## src/design/pbw_consts.svh

```systemverilog
// pbw_consts.svh: offsets, field positions, reset values and command codes
// for the posted write forwarding block; assumes nothing of its includer
`ifndef PBW_CONSTS_SVH
`define PBW_CONSTS_SVH
`define PBW_OFS_CHIP_CTRL 12'h044
`define PBW_OFS_LINE_SIZE 12'h00C
`define PBW_OFS_WI_CTRL 12'h074
`define PBW_OFS_STATUS 12'h078
`define PBW_BIT_DISC_LINE 1
`define PBW_WI_LSB 7
`define PBW_WI_MSB 8
`define PBW_RST_CHIP_CTRL 32'h0000_0000
`define PBW_RST_WI_CTRL 32'h0000_0000
`define PBW_RST_LINE_SIZE 8'h00
`define PBW_CMD_MEMWR 4'h7
`define PBW_CMD_MWI 4'hF
`define PBW_BUF_BYTES 128
`define PBW_PAGE_DWORDS 1024
`endif

```

## src/design/pbw_pkg.sv

```systemverilog
// pbw_pkg.sv: types for the posted write forwarding block
// assumes pbw_consts.svh is compiled alongside
`default_nettype none
package pbw_pkg;
  typedef enum logic [1:0] {
    PBW_TI_IDLE = 2'b00,
    PBW_TI_DATA = 2'b01,
    PBW_TI_TURN = 2'b10
  } pbw_tgt_t;
  typedef enum logic [1:0] {
    PBW_MI_IDLE = 2'b00,
    PBW_MI_ADDR = 2'b01,
    PBW_MI_DATA = 2'b10,
    PBW_MI_TURN = 2'b11
  } pbw_mst_t;
endpackage
`default_nettype wire

```

## src/design/pbw_bridge.sv

```systemverilog
// pbw_bridge.sv: posted memory write path of a two-port bus bridge, one direction,
// initiator-bus target side, posted queue and target-bus master side, plus APB registers.
// assumes both buses share SYS_CLK; bus pins already two-flop synchronised is not needed
// since they share the clock, but raw pins are still registered once through two flops.
//
// Added by the designer: the APB interface to the registers.
`default_nettype none
`include "pbw_consts.svh"
module pbw_bridge
  import pbw_pkg::*;
#(
  parameter int DEPTH = `PBW_BUF_BYTES / 4,
  parameter logic [31:0] WIN_BASE = 32'h8000_0000,
  parameter logic [31:0] WIN_LIMIT = 32'h8FFF_FFFF,
  parameter logic [31:0] VGA_BASE = 32'h000A_0000,
  parameter logic [31:0] VGA_LIMIT = 32'h000B_FFFF,
  parameter int LAT_TIMER = 32
) (
  input wire logic SYS_CLK,
  input wire logic RST_B,
  input wire logic PSEL,
  input wire logic PENABLE,
  input wire logic PWRITE,
  input wire logic [11:0] PADDR,
  input wire logic [31:0] PWDATA,
  output logic [31:0] PRDATA,
  output logic PREADY,
  output logic PSLVERR,
  input wire logic [31:0] I_AD,
  input wire logic [3:0] I_COMMAND_BYTE_ENABLE,
  input wire logic I_FRAME_N,
  input wire logic I_IRDY_N,
  output logic I_DEVSEL_N_O,
  output logic I_TRDY_N_O,
  output logic I_STOP_N_O,
  output logic I_CTL_OE,
  output logic [31:0] T_AD_O,
  output logic [3:0] T_COMMAND_BYTE_ENABLE_O,
  output logic T_AD_OE,
  output logic T_FRAME_N_O,
  output logic T_IRDY_N_O,
  output logic T_CTL_OE,
  output logic T_REQ_N,
  input wire logic T_GNT_N,
  input wire logic T_FRAME_N,
  input wire logic T_IRDY_N,
  input wire logic T_TRDY_N,
  input wire logic T_STOP_N,
  input wire logic T_DEVSEL_N
);
  localparam int AW = $clog2(DEPTH);
  initial begin
    if (DEPTH < 2 || DEPTH > 256 || (DEPTH & (DEPTH - 1)) != 0) begin
      $error("DEPTH must be a power of two from 2 to 256");
    end
  end

  // pin synchronisers: stage one is read only by stage two
  logic [31:0] ad_s1, ad;
  logic [3:0] cbe_s1, cbe;
  logic [4:0] ic_s1, ic;
  logic [5:0] tc_s1, tc;
  always_ff @(posedge SYS_CLK or negedge RST_B) begin
    if (!RST_B) begin
      ad_s1 <= 32'h0000_0000;
      ad <= 32'h0000_0000;
      cbe_s1 <= 4'hF;
      cbe <= 4'hF;
      ic_s1 <= 5'h03;
      ic <= 5'h03;
      tc_s1 <= 6'h3F;
      tc <= 6'h3F;
    end else begin
      ad_s1 <= I_AD;
      ad <= ad_s1;
      cbe_s1 <= I_COMMAND_BYTE_ENABLE;
      cbe <= cbe_s1;
      ic_s1 <= {3'b000, I_FRAME_N, I_IRDY_N};
      ic <= ic_s1;
      tc_s1 <= {T_GNT_N, T_FRAME_N, T_IRDY_N, T_TRDY_N, T_STOP_N, T_DEVSEL_N};
      tc <= tc_s1;
    end
  end
  wire i_frame = !ic[1];
  wire i_irdy = !ic[0];
  wire t_gnt = !tc[5];
  wire t_idle = tc[4] && tc[3];
  wire t_trdy = !tc[2];
  wire t_stop = !tc[1];
  wire t_devsel = !tc[0];

  // registers
  logic [31:0] chip_ctrl, wi_ctrl;
  logic [7:0] line_size;
  logic abort_seen;
  wire acc = PSEL && PENABLE;
  always_ff @(posedge SYS_CLK or negedge RST_B) begin
    if (!RST_B) begin
      chip_ctrl <= `PBW_RST_CHIP_CTRL;
      wi_ctrl <= `PBW_RST_WI_CTRL;
      line_size <= `PBW_RST_LINE_SIZE;
    end else if (acc && PWRITE) begin
      case (PADDR)
        `PBW_OFS_CHIP_CTRL: chip_ctrl <= PWDATA;
        `PBW_OFS_WI_CTRL: wi_ctrl <= PWDATA;
        `PBW_OFS_LINE_SIZE: line_size <= PWDATA[7:0];
        default: begin
        end
      endcase
    end
  end
  assign PREADY = 1'b1;
  always_comb begin
    case (PADDR)
      `PBW_OFS_CHIP_CTRL: PSLVERR = 1'b0;
      `PBW_OFS_WI_CTRL: PSLVERR = 1'b0;
      `PBW_OFS_LINE_SIZE: PSLVERR = 1'b0;
      `PBW_OFS_STATUS: PSLVERR = 1'b0;
      default: PSLVERR = acc;
    endcase
  end

  // posted queue: one entry per dword, a start flag marks a new transaction's address
  logic [31:0] q_data [DEPTH];
  logic [3:0] q_be [DEPTH];
  logic [DEPTH-1:0] q_start;
  logic [31:0] q_addr [DEPTH];
  logic [3:0] q_cmd [DEPTH];
  logic [AW:0] wp, rp;
  wire [AW:0] used = wp - rp;
  wire q_empty = used == '0;
  wire q_full = used == (AW + 1)'(DEPTH);
  wire q_last_room = used == (AW + 1)'(DEPTH - 1);

  // target side
  pbw_tgt_t ti;
  logic [31:0] cur_addr;
  logic [3:0] cur_cmd;
  logic nonlin, first_put, disc;
  logic ti_devsel, ti_trdy;
  wire [3:0] c = cbe;
  wire is_memwr = c == `PBW_CMD_MEMWR;
  wire is_mwi = c == `PBW_CMD_MWI;
  wire in_win = ad >= WIN_BASE && ad <= WIN_LIMIT;
  wire in_vga = ad >= VGA_BASE && ad <= VGA_LIMIT;
  // reserved, interrupt ack, special cycle, type 0 config and delayed writes are never claimed here
  wire claim = i_frame && !q_full && in_win && ((is_memwr && !in_vga) || is_mwi);
  wire line_ok = line_size == 8'd1 || line_size == 8'd2 || line_size == 8'd4 ||
                 line_size == 8'd8 || line_size == 8'd16;
  wire [1:0] wi_fld = wi_ctrl[`PBW_WI_MSB:`PBW_WI_LSB];
  wire mwi_line = wi_fld == 2'b11 && line_ok;
  wire use_line = (cur_cmd == `PBW_CMD_MWI) ? mwi_line : chip_ctrl[`PBW_BIT_DISC_LINE];
  wire [9:0] dw = cur_addr[11:2];
  wire [9:0] lmask = 10'(line_size) - 10'd1;
  wire at_bound = use_line ? ((dw & lmask) == lmask) : (dw == 10'h3FF);
  wire xfer_in = ti == PBW_TI_DATA && i_irdy && ti_trdy;
  // a disconnect phase still moves its dword, so it is the last one taken
  wire last_in = xfer_in && (!i_frame || disc);
  always_ff @(posedge SYS_CLK or negedge RST_B) begin
    if (!RST_B) begin
      ti <= PBW_TI_IDLE;
      cur_addr <= 32'h0000_0000;
      cur_cmd <= 4'h0;
      nonlin <= 1'b0;
      first_put <= 1'b0;
      ti_devsel <= 1'b0;
      ti_trdy <= 1'b0;
    end else begin
      case (ti)
        PBW_TI_IDLE: begin
          if (claim) begin
            ti <= PBW_TI_DATA;
            cur_addr <= ad;
            // only field 11 keeps the invalidate command on the far bus
            cur_cmd <= (is_mwi && wi_fld == 2'b11) ? `PBW_CMD_MWI : `PBW_CMD_MEMWR;
            nonlin <= ad[1:0] != 2'b00;
            first_put <= 1'b1;
            ti_devsel <= 1'b1;
            ti_trdy <= 1'b1;
          end
        end
        PBW_TI_DATA: begin
          if (xfer_in) begin
            cur_addr <= cur_addr + 32'd4;
            first_put <= 1'b0;
            if (last_in) begin
              ti <= PBW_TI_TURN;
              ti_devsel <= 1'b0;
              ti_trdy <= 1'b0;
            end
          end
        end
        PBW_TI_TURN: ti <= PBW_TI_IDLE;
        default: ti <= PBW_TI_IDLE;
      endcase
    end
  end
  // stop is raised with the data phase that ends the burst, so peek ahead
  always_comb begin
    disc = ti == PBW_TI_DATA && (nonlin || at_bound || q_last_room);
  end
  assign I_DEVSEL_N_O = !ti_devsel;
  assign I_TRDY_N_O = !ti_trdy;
  assign I_STOP_N_O = !disc;
  assign I_CTL_OE = ti != PBW_TI_IDLE;

  genvar g;
  generate
    for (g = 0; g < DEPTH; g++) begin : gen_q
      always_ff @(posedge SYS_CLK) begin
        if (xfer_in && wp[AW-1:0] == AW'(g)) begin
          q_data[g] <= ad;
          q_be[g] <= cbe;
          q_addr[g] <= cur_addr;
          q_cmd[g] <= cur_cmd;
        end
      end
      always_ff @(posedge SYS_CLK or negedge RST_B) begin
        if (!RST_B) begin
          q_start[g] <= 1'b0;
        end else if (xfer_in && wp[AW-1:0] == AW'(g)) begin
          q_start[g] <= first_put;
        end
      end
    end
  endgenerate

  // master side
  pbw_mst_t mi;
  logic [7:0] lat;
  logic m_frame, m_irdy;
  logic [31:0] m_ad;
  logic [3:0] m_cbe;
  logic drop;
  wire [AW-1:0] rix = rp[AW-1:0];
  wire [AW:0] rp1 = rp + (AW + 1)'(1);
  wire more = (wp != rp1) && !q_start[rp1[AW-1:0]];
  wire m_xfer = mi == PBW_MI_DATA && m_irdy && t_trdy;
  wire lat_out = lat == 8'd0 && !t_gnt;
  always_ff @(posedge SYS_CLK or negedge RST_B) begin
    if (!RST_B) begin
      mi <= PBW_MI_IDLE;
      rp <= '0;
      wp <= '0;
      lat <= 8'd0;
      m_frame <= 1'b0;
      m_irdy <= 1'b0;
      m_ad <= 32'h0000_0000;
      m_cbe <= 4'hF;
      drop <= 1'b0;
      abort_seen <= 1'b0;
    end else begin
      if (xfer_in) begin
        wp <= wp + (AW + 1)'(1);
      end
      if (acc && PWRITE && PADDR == `PBW_OFS_STATUS) begin
        abort_seen <= 1'b0;
      end
      if (lat != 8'd0 && mi == PBW_MI_DATA) begin
        lat <= lat - 8'd1;
      end
      case (mi)
        PBW_MI_IDLE: begin
          if (drop) begin
            if (!q_empty && !q_start[rix]) begin
              rp <= rp1;
            end else begin
              drop <= 1'b0;
            end
          end else if (!q_empty && t_gnt && t_idle) begin
            mi <= PBW_MI_ADDR;
            m_frame <= 1'b1;
            m_ad <= q_addr[rix];
            m_cbe <= q_cmd[rix];
            lat <= 8'(LAT_TIMER);
          end
        end
        PBW_MI_ADDR: begin
          mi <= PBW_MI_DATA;
          m_irdy <= 1'b1;
          m_ad <= q_data[rix];
          m_cbe <= q_be[rix];
          m_frame <= more;
        end
        PBW_MI_DATA: begin
          if (m_irdy && (t_trdy || t_stop)) begin
            if (t_stop && !t_devsel) begin
              drop <= 1'b1;
              abort_seen <= 1'b1;
              // the head dword is never delivered, so it goes with the rest
              rp <= rp1;
              mi <= PBW_MI_TURN;
              m_frame <= 1'b0;
              m_irdy <= m_frame;
            end else if (!m_frame || t_stop) begin
              if (m_xfer) begin
                rp <= rp1;
              end
              mi <= PBW_MI_TURN;
              m_frame <= 1'b0;
              // frame must rise before irdy falls, so irdy stays for the turn cycle if frame was still asserted
              m_irdy <= m_frame;
            end else begin
              rp <= rp1;
              m_ad <= q_data[rp1[AW-1:0]];
              m_cbe <= q_be[rp1[AW-1:0]];
              // next dword is the last if the queue runs dry, the next entry starts a new transaction, or the timer ran out with grant removed
              m_frame <= (rp1 + (AW + 1)'(1) != wp) && !q_start[rp1[AW-1:0] + AW'(1)] && !lat_out;
            end
          end
        end
        PBW_MI_TURN: begin
          mi <= PBW_MI_IDLE;
          m_irdy <= 1'b0;
        end
        default: mi <= PBW_MI_IDLE;
      endcase
    end
  end
  // a resumed burst must restart at the undelivered address, taken from the head entry's own stored address
  always_ff @(posedge SYS_CLK or negedge RST_B) begin
    if (!RST_B) begin
      T_REQ_N <= 1'b1;
    end else begin
      T_REQ_N <= q_empty || drop;
    end
  end
  assign T_AD_O = m_ad;
  assign T_COMMAND_BYTE_ENABLE_O = m_cbe;
  assign T_AD_OE = mi == PBW_MI_ADDR || mi == PBW_MI_DATA;
  assign T_FRAME_N_O = !m_frame;
  assign T_IRDY_N_O = !m_irdy;
  assign T_CTL_OE = mi != PBW_MI_IDLE;

  always_comb begin
    case (PADDR)
      `PBW_OFS_CHIP_CTRL: PRDATA = chip_ctrl;
      `PBW_OFS_WI_CTRL: PRDATA = wi_ctrl;
      `PBW_OFS_LINE_SIZE: PRDATA = {24'h00_0000, line_size};
      `PBW_OFS_STATUS: PRDATA = {22'h00_0000, abort_seen, q_full, 8'(used)};
      default: PRDATA = 32'h0000_0000;
    endcase
  end
endmodule
`default_nettype wire

```

## config.mk

```make
export PLATFORM = sky130hd
export DESIGN_NAME = pbw_bridge
export DESIGN_NICKNAME = d
export VERILOG_FILES = /design/src/design/pbw_pkg.sv /design/src/design/pbw_bridge.sv
export VERILOG_INCLUDE_DIRS = /design/src /design/src/design
export SDC_FILE = /design/constraint.sdc
export NUM_CORES = 2
export LEC_CHECK = 0
export BUFFER_PORTS_ARGS = -buffer_cell sky130_fd_sc_hd__buf_2
export CAP_MARGIN = 20
export CORE_AREA = 2 2 494 496
export DETAILED_ROUTE_END_ITERATION = 12
export DIE_AREA = 0 0 496 498
export SLEW_MARGIN = 20
export SYNTH_ARGS = -nofsm -noshare
export SYNTH_HDL_FRONTEND = slang
export SYNTH_SLANG_ARGS = --single-unit
```

## constraint.sdc

```tcl
create_clock -name SYS_CLK -period 6.2 [get_ports SYS_CLK]
set_input_delay 0.93 -clock SYS_CLK [delete_from_list [all_inputs] [get_ports SYS_CLK]]
set_output_delay 0.93 -clock SYS_CLK [all_outputs]
set_load 0.05 [all_outputs]
```

==> impl_metrics.csv <==
group,metric,value,unit
worst_setup_path,worstPathRequired,5.27,ns
floorplanning,die_h,498,um
floorplanning,row_count,181,
timing,max_freq,186,MHz
clock_network,insertion_delay,0.94,ns
clock_network,numClockSinks,2534,
synthesis,ys_top_cells_by_area,"edfxtp_1, mux4_2, dfrtp_1",
synthesis,synth_largest_area_cell,"edfxtp_1",
detailed_routing,drtIter0Drc,8181,
timing,period_share,86.8,%
worst_setup_path,path_cells,"buf_4 > inv_1 > ha_1 > nor2b_1 > o31a_1 > mux2i_1 > nor2_1 > a31oi_1 > nand2_1 > nand2_1 > buf_2",
pwr,ir_worst_vdd,0.568,mV
worst_setup_path,worstPathArrival,4.45,ns
timing,skew,0.0662,ns
timing,finalMaxSlewViolations,0,
detailed_routing,drc,0,
clock_network,cts.repair.resized,0,
floorplanning,die_w,496,um
timing,fin_hold_ws,0.0847,ns
timing,tightest_slew,1.17,ns
synthesis,syn-num-nets,5567,
pwr,total_power,0.0593,W
global_routing,grt.overflow.total,0,
cells_and_area,num-nets-final,5869,
timing,setup_viol,0,
worst_setup_path,critPathTopFamily,"simple AND/OR/NAND/NOR gates",
clock_network,clkTransAtPathRegs,0.06,ns
synthesis,synth_edf_count,2240,
timing,finalSetupTns,0,ns
placement,placed_cell_area,114000,um^2
global_routing,grt_pass1_vias,59500,
worst_setup_path,critPathMaxFanout,13,
synthesis,netlist_area,108000,um^2
cells_and_area,layout-drive-gt1-share,34.0,%
pwr,power.density,482,nW/um^2
outcome,status,"completed",
synthesis,synth_common_cells,"edfxtp_1, mux4_2, nand2_1, dfrtp_1, nor2_1",
cells_and_area,final_cells,9171,
synthesis,synthArstFlopShare,11.6,%
detailed_routing,wl,324000,um
detailed_routing,wl_per_cell,35.3,um
worst_setup_path,crit_slowest_cell,"nor2_1",
clock_network,cts_setup_buffers,0,
global_routing,grt_pass1_wl,456000,um
detailed_routing,ant_nets,0,
clock_network,cts_htree_levels,5,
worst_setup_path,crit_path_frequent_cell,"nand2_1",
timing,fin_crit,5.38,ns
cells_and_area,syn_to_final_growth,13.6,%
detailed_routing,vias_per_cell,6.51,
worst_setup_path,critPathKind,"reg -> out",
floorplanning,initial_core_util,44.8,%
clock_network,clock_tree.root_cell,"clkbuf_16",
timing,hold_viol,0,
placement,io_buffers,170,
worst_setup_path,cp-end-kind,"output pin",
synthesis,synth_flop_cell,"edfxtp_1",
pwr,leakage,40.9,nW
worst_setup_path,path_buf_inv,3,
synthesis,yosysTopAreaCellShare,62.1,%
clock_network,cts_tree,"yes",
synthesis,syn_area_per_cell,19.9,um^2
synthesis,synth_cell_type_count,81,
global_routing,grt_usage,26.2,%
synthesis,netlist_instances,5448,
placement,routabilityCongestion,0.860,
placement,hpwl,174000,um
clock_network,clk_path_buf_depth,4,
cells_and_area,final_area,123000,um^2
synthesis,synth.most_common_cell,"edfxtp_1",
floorplanning,core,242000,um^2
placement,dpl.cell_count,8656,
synthesis,synth_seq_cells,2534,
worst_setup_path,cpPeakStageDelay,0.75,ns
flow_run,cap_violations,0,
detailed_routing,dr.pass1.iters,6,
synthesis,synth_warnings,0,
worst_hold_path,hold_path.class,"in -> reg",
synthesis,yosysSeqAreaShare,69.0,%
floorplanning,die-area,247000,um^2
clock_network,cts_buffers,289,
timing,relSlewSlack,21.9,%
floorplanning,io_pins,172,
detailed_routing,vias,59700,
timing,rsz0062_at_grt,"no",
global_routing,grt_max_degree,131,
global_routing,antenna_found_initial,18,
worst_setup_path,cp-start-kind,"flop",
## final timing paths
check / cells past startpoint / slack (ns) / end / start
worst max-delay path: 11 / 0.82 / I_STOP_N_O / rp[1]
max in group asynchronous: 3 / 4.25 / cur_addr[1] / RST_B
min in group asynchronous: 2 / 0.55 / T_AD_O[27] / RST_B
worst min-delay path: 1 / 0.08 / tc_s1[3] / T_IRDY_N
worst max register to register: 9 / 1.61 / T_AD_O[10] / rp[0]
worst min register to register: 0 / 0.35 / ad[7] / ad_s1[7]
## cells by family (layout without fill, tap and decap cells)
| kind of cell | count (synthesis) | count (layout) | share of synthesized area (%) |
|---|---|---|---|
| other cells | 1 | 8 | 0.00346 |
| fa+ha+maj | 26 | 26 | 0.307 |
| mux | 1184 | 1184 | 22.7 |
| xor+xnor | 41 | 41 | 0.353 |
| simple gates | 832 | 832 | 3.32 |
| flops | 2534 | 2534 | 69.0 |
| compound gates | 407 | 407 | 2.62 |
| buf+inv | 423 | 937 | 1.76 |
## layer usage
layer | global-route usage (%) | part of all wire [%] | up-vias
li1 | - | - | 23300
met1 | 37.8 | 40 | 32600
met2 | 41.3 | 48 | 3213
met3 | 3.86 | 8.5 | 572
met4 | 8.35 | 3.5 | 0
met5 | 0 | 0 | -
## sequential cells by signal, indices dropped and copies added, names as in the netlist, 6 cells and up
register	flops
q_be	128
q_addr	1024
lat	8
rp	6
ad	32
cur_addr	32
tc	6
wi_ctrl	32
q_data	1024
chip_ctrl	32
wp	6
line_size	8
q_start	32
ad_s1	32
T_AD_O	32
tc_s1	6
q_cmd	64
## repair_timing
item	CTS	global route
hold buffers	1	0
setup endpoints to repair	0	0
hold endpoints to repair	2	0
## layout make-up
class	count	area, um^2
Tap cell	3202	4010
Sequential cell	2534	74700
Clock buffer	383	7910
Inverter	61	241
Antenna cell	7	17.5
Fill cell	19400	119000
Timing Repair Buffer	373	2940
Clock inverter	120	1120
Multi-Input combinational cell	2491	32100
## placed cells by master (no fill, tap or decap), types with 22 or more instances in the layout
cell	instances
mux2_2	146
a22o_1	29
clkinv_1	34
o22ai_1	38
nor2_4	30
and2_1	25
buf_2	169
mux4_2	1000
xnor2_1	25
edfxtp_1	2240
a21oi_1	51
mux2i_1	38
dfstp_2	29
o21ai_0	62
nand2_1	403
clkinv_2	49
buf_4	159
inv_1	56
clkbuf_1	73
clkbuf_16	299
o21ai_1	22
a31oi_1	40
and3_1	37
nor2_1	197
buf_12	39
dfrtp_1	245
nand3_1	37
## power by group
part / internal [W] / switching [W]
Combinational: 0.00949 / 0.0128
Clock: 0.00978 / 0.00673
Sequential: 0.0196 / 0.000850
Total: 0.0389 / 0.0204
## metrics by stage
| stage | utilization [%] | worst slack, ns |
|---|---|---|
| 6_report | 50.9 | 0.820 |
| 2_1_floorplan | - | 1.13 |
| 3_3_place_gp | 47.1 | 1.42 |
| 5_1_grt | 50.9 | 0.776 |
| 3_5_place_dp | 47.1 | 1.62 |
| 4_1_cts | 50.8 | 0.784 |
Note: power is estimated with default switching activity, not from simulation.
